## config.mk

```make
export PLATFORM = sky130hd
export DESIGN_NAME = power_mode_and_clock_output_control
export DESIGN_NICKNAME = d
export VERILOG_FILES = /design/src/pwr_clk_pkg.sv /design/src/power_mode_and_clock_output_control.sv
export VERILOG_INCLUDE_DIRS = /design/src /design/src/src
export SDC_FILE = /design/constraint.sdc
export NUM_CORES = 1
export LEC_CHECK = 0
export BUFFER_PORTS_ARGS = -buffer_cell sky130_fd_sc_hd__buf_4
export CAP_MARGIN = 10
export CORE_MARGIN = 2
export CORE_UTILIZATION = 40
export DETAILED_ROUTE_END_ITERATION = 8
export PLACE_DENSITY = 0.55
export SLEW_MARGIN = 30
export SYNTH_ARGS = -nofsm -noshare
export SYNTH_HDL_FRONTEND = slang
export SYNTH_SLANG_ARGS = --single-unit
export TNS_END_PERCENT = 1
```

## constraint.sdc

```tcl
create_clock -name i_clock -period 3.8 [get_ports i_clock]
set_input_delay 0.19 -clock i_clock [delete_from_list [all_inputs] [get_ports i_clock]]
set_output_delay 0.19 -clock i_clock [all_outputs]
set_load 0.01 [all_outputs]
```

## src/pwr_clk_cfg.svh

```systemverilog
// Purpose: offsets, field positions and reset values of the power and clock-output block
// Assumes: word index addressing on the plain register port
// Notes: definitions only
`ifndef PWR_CLK_CFG_SVH
`define PWR_CLK_CFG_SVH
`define ADDR_SYSCFG 4'h0
`define ADDR_XPERCFG 4'h1
`define ADDR_CLKDIV 4'h2
`define ADDR_MODECMD 4'h3
`define ADDR_STATUS 4'h4
`define SYSCFG_EXT_BUS_PERIPHERAL_ENABLE_BIT 2
`define SYSCFG_POWERDOWN_WAKE_CONFIG_BIT_BIT 5
`define SYSCFG_CLOCK_OUTPUT_ENABLE_BIT_BIT 6
`define XPERCFG_XMISC_BIT 10
`define XPERCFG_XRAM2_BIT 11
`define MODECMD_MODE_LSB 0
`define MODECMD_OPT_LSB 2
`define SYSCFG_RESET 16'h0000
`define XPERCFG_RESET 16'h0000
`define CLKDIV_RESET 16'h0000
`define MODECMD_RESET 16'h0000
`endif

```

## src/pwr_clk_pkg.sv

```systemverilog
// Purpose: types shared by the power and clock-output block
// Assumes: nothing beyond the cfg header
// Notes: modes and control outputs of the power reduction states
package pwr_clk_pkg;
   typedef enum logic [1:0] {
      mode_run = 2'b00,
      mode_idle = 2'b01,
      mode_pdown = 2'b10,
      mode_standby = 2'b11
   } pwr_mode_t;
   typedef struct packed {
      logic cpu_clk_en;
      logic periph_clk_en;
      logic main_osc_en;
      logic osc32_en;
      logic rtc_en;
      logic rtc_from_osc32;
      logic stby_ram_bias;
      logic ram_bias;
      logic pdown_wake_en;
   } pwr_ctrl_t;
endpackage : pwr_clk_pkg

```

## src/power_mode_and_clock_output_control.sv

```systemverilog
// Purpose: power mode gating and programmable prescaled clock output
// Assumes: plain register port, reads answer one cycle after the strobe
// Notes: reg 3 holds mode in bits 1:0 and option in bits 3:2
`timescale 1ns/100ps
`include "pwr_clk_cfg.svh"
module power_mode_and_clock_output_control #(
   parameter int DIV_W = 16
) (
   input wire logic i_clock,
   input wire logic i_rst,
   input wire logic [3:0] i_addr,
   input wire logic [15:0] i_wdata,
   input wire logic i_wr,
   input wire logic i_rd,
   output logic [15:0] o_rdata,
   output pwr_clk_pkg::pwr_ctrl_t o_ctrl,
   output logic o_clock_output_port_pin,
   output logic o_clock_output_port_pin_oe_n
);
   logic [15:0] syscfg_q;
   logic [15:0] xpercfg_q;
   logic [DIV_W-1:0] clkdiv_q;
   logic [15:0] modecmd_q;
   logic [DIV_W-1:0] div_act_q;
   logic [DIV_W-1:0] cnt_q;
   logic half_q;
   logic clk_en;
   logic prescale_ok;
   pwr_clk_pkg::pwr_mode_t mode;
   logic [1:0] opt;
   pwr_clk_pkg::pwr_ctrl_t ctrl_d;

   assign clk_en = syscfg_q[`SYSCFG_CLOCK_OUTPUT_ENABLE_BIT_BIT];
   assign prescale_ok = syscfg_q[`SYSCFG_EXT_BUS_PERIPHERAL_ENABLE_BIT] & xpercfg_q[`XPERCFG_XMISC_BIT];
   assign mode = pwr_clk_pkg::pwr_mode_t'(modecmd_q[`MODECMD_MODE_LSB +: 2]);
   assign opt = modecmd_q[`MODECMD_OPT_LSB +: 2];

   always_ff @(posedge i_clock or posedge i_rst) begin
      if (i_rst) begin
         syscfg_q <= `SYSCFG_RESET;
         xpercfg_q <= `XPERCFG_RESET;
         clkdiv_q <= DIV_W'(`CLKDIV_RESET);
         modecmd_q <= `MODECMD_RESET;
      end else if (i_wr) begin
         case (i_addr)
            `ADDR_SYSCFG: syscfg_q <= i_wdata;
            `ADDR_XPERCFG: xpercfg_q <= i_wdata;
            `ADDR_CLKDIV: clkdiv_q <= i_wdata[DIV_W-1:0];
            `ADDR_MODECMD: modecmd_q <= i_wdata;
            default: ;
         endcase
      end
   end

   always_ff @(posedge i_clock or posedge i_rst) begin
      if (i_rst) begin
         o_rdata <= 16'h0000;
      end else if (i_rd) begin
         case (i_addr)
            `ADDR_SYSCFG: o_rdata <= syscfg_q;
            `ADDR_XPERCFG: o_rdata <= xpercfg_q;
            `ADDR_CLKDIV: o_rdata <= 16'(clkdiv_q);
            `ADDR_MODECMD: o_rdata <= modecmd_q;
            `ADDR_STATUS: o_rdata <= {7'h00, o_ctrl};
            default: o_rdata <= 16'h0000;
         endcase
      end else begin
         o_rdata <= 16'h0000;
      end
   end

   always_comb begin
      ctrl_d = '1;
      ctrl_d.rtc_from_osc32 = 1'b1;
      ctrl_d.pdown_wake_en = 1'b0;
      case (mode)
         pwr_clk_pkg::mode_run: ;
         pwr_clk_pkg::mode_idle: begin
            ctrl_d.cpu_clk_en = 1'b0;
            ctrl_d.osc32_en = opt[0];
            ctrl_d.rtc_en = opt[0];
         end
         pwr_clk_pkg::mode_pdown: begin
            ctrl_d.cpu_clk_en = 1'b0;
            ctrl_d.periph_clk_en = 1'b0;
            ctrl_d.main_osc_en = (opt == 2'b01);
            ctrl_d.osc32_en = (opt == 2'b10);
            ctrl_d.rtc_en = (opt == 2'b01) | (opt == 2'b10);
            ctrl_d.rtc_from_osc32 = (opt == 2'b10);
            ctrl_d.pdown_wake_en = syscfg_q[`SYSCFG_POWERDOWN_WAKE_CONFIG_BIT_BIT];
         end
         pwr_clk_pkg::mode_standby: begin
            ctrl_d.cpu_clk_en = 1'b0;
            ctrl_d.periph_clk_en = 1'b0;
            ctrl_d.main_osc_en = 1'b0;
            ctrl_d.osc32_en = opt[0];
            ctrl_d.rtc_en = opt[0];
            ctrl_d.ram_bias = 1'b0;
         end
         default: ;
      endcase
      // idle and power-down leave both ram bias bits at one
      if (mode != pwr_clk_pkg::mode_standby) begin
         ctrl_d.ram_bias = 1'b1;
      end
   end

   always_ff @(posedge i_clock or posedge i_rst) begin
      if (i_rst) begin
         o_ctrl <= '1;
      end else begin
         o_ctrl <= ctrl_d;
      end
   end

   // divider: output toggles every div_act+1 cycles when prescaling
   always_ff @(posedge i_clock or posedge i_rst) begin
      if (i_rst) begin
         div_act_q <= '0;
         cnt_q <= '0;
         half_q <= 1'b0;
      end else if (!clk_en) begin
         cnt_q <= '0;
         half_q <= 1'b0;
         div_act_q <= prescale_ok ? clkdiv_q : '0;
      end else if (cnt_q >= div_act_q) begin
         cnt_q <= '0;
         half_q <= ~half_q;
         // only at end of a high half, so a whole period completes first
         if (half_q) begin
            div_act_q <= prescale_ok ? clkdiv_q : '0;
         end
      end else begin
         cnt_q <= cnt_q + DIV_W'(1);
      end
   end

   // undivided mode toggles every edge: half the core rate, the fastest a flop can make
   always_ff @(posedge i_clock or posedge i_rst) begin
      if (i_rst) begin
         o_clock_output_port_pin <= 1'b0;
         o_clock_output_port_pin_oe_n <= 1'b1;
      end else begin
         o_clock_output_port_pin <= clk_en & half_q;
         o_clock_output_port_pin_oe_n <= ~clk_en;
      end
   end
endmodule : power_mode_and_clock_output_control

```

==> flow_summary.yaml <==
outcome:
  status: "complete, no violations"
clock_tree:
  clockRootBuffer: "clkbuf_16"
  cts_inserted_buffers: 17
  cts.sinks: 123
  worstSkewPairLatency_ns: 0.42
  clock_tree.buffer_depth: 2
  cts_tree: "done"
  htree_levels: 4
  clkTransAtPathRegs_ns: 0.06
synthesis:
  syn_avg_cell_area_sq_um: 13.1
  yosysUniqueCellTypes: 57
  synthArstFlopShare_pct: 100
  synth_edf_count: 0
  synthCells: 431
  synth_ff_type: "dfrtp_1"
  synthesis.nets: 474
  synth_seq_cells: 123
  yosysSeqAreaShare_pct: 54.8
  syn_area_sq_um: 5630
  ys_warn_count: 0
power:
  p_sw_mw: 1.20
  p_int_mw: 3.02
  p_sw_share_pct: 28.4
  pwr-share-clk_pct: 39.5
  power_mw: 4.21
  combPwrFrac_pct: 18.3
  peakVddDrop_mv: 0.343
  p_per_area_nw_per_um2: 621
  seq_power_share_pct: 42.2
  p_leak_nw: 3.02
timing:
  clock_skew_ns: 0.00735
  tightest_slew_ns: 0.899
  fin_crit_ns: 2.38
  hold_ws_ns: 0.0218
  finalHoldViolCount: 0
  finalMaxSlewViolations: 0
  setup_viol: 0
  rsz0062_at_grt: "no"
  fmax_mhz: 421
  relSlewSlack_pct: 40.0
  period_share_pct: 62.5
  finalWorstSetupSlack_ns: 1.42
  final.setup.tns_ns: 0
drt:
  dr_wl_met2_um: 5960
  drtIter0Drc: 284
  post-route-drc-count: 0
  final_antenna_net_count: 0
  wl_met3_um: 497
  wl_met1_um: 6140
  via_per_inst: 5.47
  drtPass1Iterations: 7
  vias: 3738
  wl_um: 12800
  top_layer_used: "met4"
  avgRoutedWirePerCell_um: 18.7
placed_design:
  postPlaceCellArea_sq_um: 6160
  dp_cells: 649
  dp_hpwl_um: 8270
  place.gp.congestion: 0.796
  io_buffers: 49
  pre_cts_ws_ns: 1.40
setup_path:
  worstSetupStartpointType: "flip-flop"
  crit_required_ns: 4.16
  crit_arrival_ns: 2.73
  crit_fanout: 17
  cp-end-kind: "flip-flop"
  path_class: "flip-flop to flip-flop"
grt:
  grt_pass1_vias: 3901
  antenna_found_initial: 0
  grtUsageTotal_pct: 18.8
  grt_max_degree: 61
  grt_pass1_wl_um: 20900
  grt-ovfl-total: 0
floorplan:
  die_area_sq_um: 15000
  die_h_um: 123
  die_x_um: 123
  core_sq_um: 13800
  ios: 51
  start_util_pct: 40.7
  rows: 43
finish:
  final_cell_mix: "dfrtp_1, mux2_2, buf_4, inv_1, nor2_1"
  area_growth_pct: 20.5
  antenna_cells: 0
  stdcell_area_sq_um: 6790
  final_cells: 683
  ff_latch_area_sq_um: 3090
  drive_above_1_share_pct: 35.6
  fillers: 1220
  multi_input_area_sq_um: 2330
  utilization_pct: 49.1
  layout_commonest_cell: "dfrtp_1"
  fin_nets: 533
run:
  maxCapViolations: 0
worst_hold_path:
  hold_path_class: "input pin to flip-flop"
[worst max-delay path: stages (launching register included)]
cell,delay (ns)
dfrtp_1,0.40
inv_1,0.06
ha_1,0.26
nand2b_4,0.14
a2111oi_4,0.35
o311ai_2,0.14
a21oi_2,0.66
a221o_2,0.28
[flip-flops by register name (all words and copies together) (netlist names), 8 cells and up]
name	cells
clkdiv_q	16
cnt_q	16
div_act_q	16
modecmd_q	16
o_rdata	16
syscfg_q	16
xpercfg_q	16
o_ctrl	8
[cell usage after synthesis, types with 4 or more instances]
cell      instances  share of area, %
clkbuf_1          6              0.40
a21oi_1          19               1.7
mux2_1            8               1.6
nand2_2           4              0.44
a221o_1          10               1.8
xor2_1            6              0.93
inv_1            25               1.7
nor2_1           22               1.5
a222oi_1         15               2.7
a22oi_1           9               1.2
ha_1             19               4.2
nand2_1          16               1.1
a22o_1           15               2.3
buf_4             4              0.53
xnor2_1           8               1.2
dfstp_2           9               4.2
mux2_2           57                11
nand3_1           7              0.62
dfrtp_1         114                51
nand4_1           4              0.44
a221o_2           6               1.2
[cells by family (layout without fill, tap and decap cells)]
logic type	after synthesis	in the layout	synth area share, %
flops	123	123	54.8
compound gates	89	89	13.9
simple gates	77	77	7.91
mux	65	65	13.0
buf+inv	43	115	3.93
fa+ha+maj	19	19	4.22
xor+xnor	14	14	2.18
other cells	1	1	0.0666
[layer usage]
metal	vias up	GRT usage [%]
met3	16	5.20
met1	1929	25.3
met4	0	7.47
li1	1728	-
met5	-	0
met2	65	28.7
[worst paths after layout]
path | startpoint | end | slack, ns | depth (start not counted)
max in group asynchronous | i_rst | o_rdata[13] | 2.39 | 4
hold reg to reg | xpercfg_q[2] | xpercfg_q[2] | 0.50 | 1
setup reg to reg | cnt_q[0] | div_act_q[13] | 1.42 | 7
min in group asynchronous | i_rst | o_clock_output_port_pin | 0.48 | 3
setup / recovery | cnt_q[0] | div_act_q[13] | 1.42 | 7
hold / removal | i_wdata[2] | clkdiv_q[2] | 0.02 | 2
[final cells by class]
class,count,share of cell area (%)
clock inverters,13,2.47
flip-flops and latches,123,45.5
multi-input cells,265,34.3
well taps,180,3.32
repair buffers,58,6.49
clock buffers,19,6.53
inverters,25,1.42
[power groups by stage]
stage | combinational (mW) | sequential (mW) | clock, mW
floorplan | 0.594 | 1.74 | 0
global placement | 0.760 | 1.79 | 0
detailed placement | 0.783 | 1.80 | 0
CTS | 0.789 | 1.78 | 1.69
global route | 0.868 | 1.81 | 1.75
finish | 0.773 | 1.78 | 1.66
[repair_timing]
item | CTS | global route
hold buffers | 2 | 0
hold endpoints to repair | 51 | 0
gates resized for setup | 0 | 0
setup buffers | 0 | 0
setup endpoints to repair | 0 | 0
Note: power is estimated with default switching activity, not from simulation.
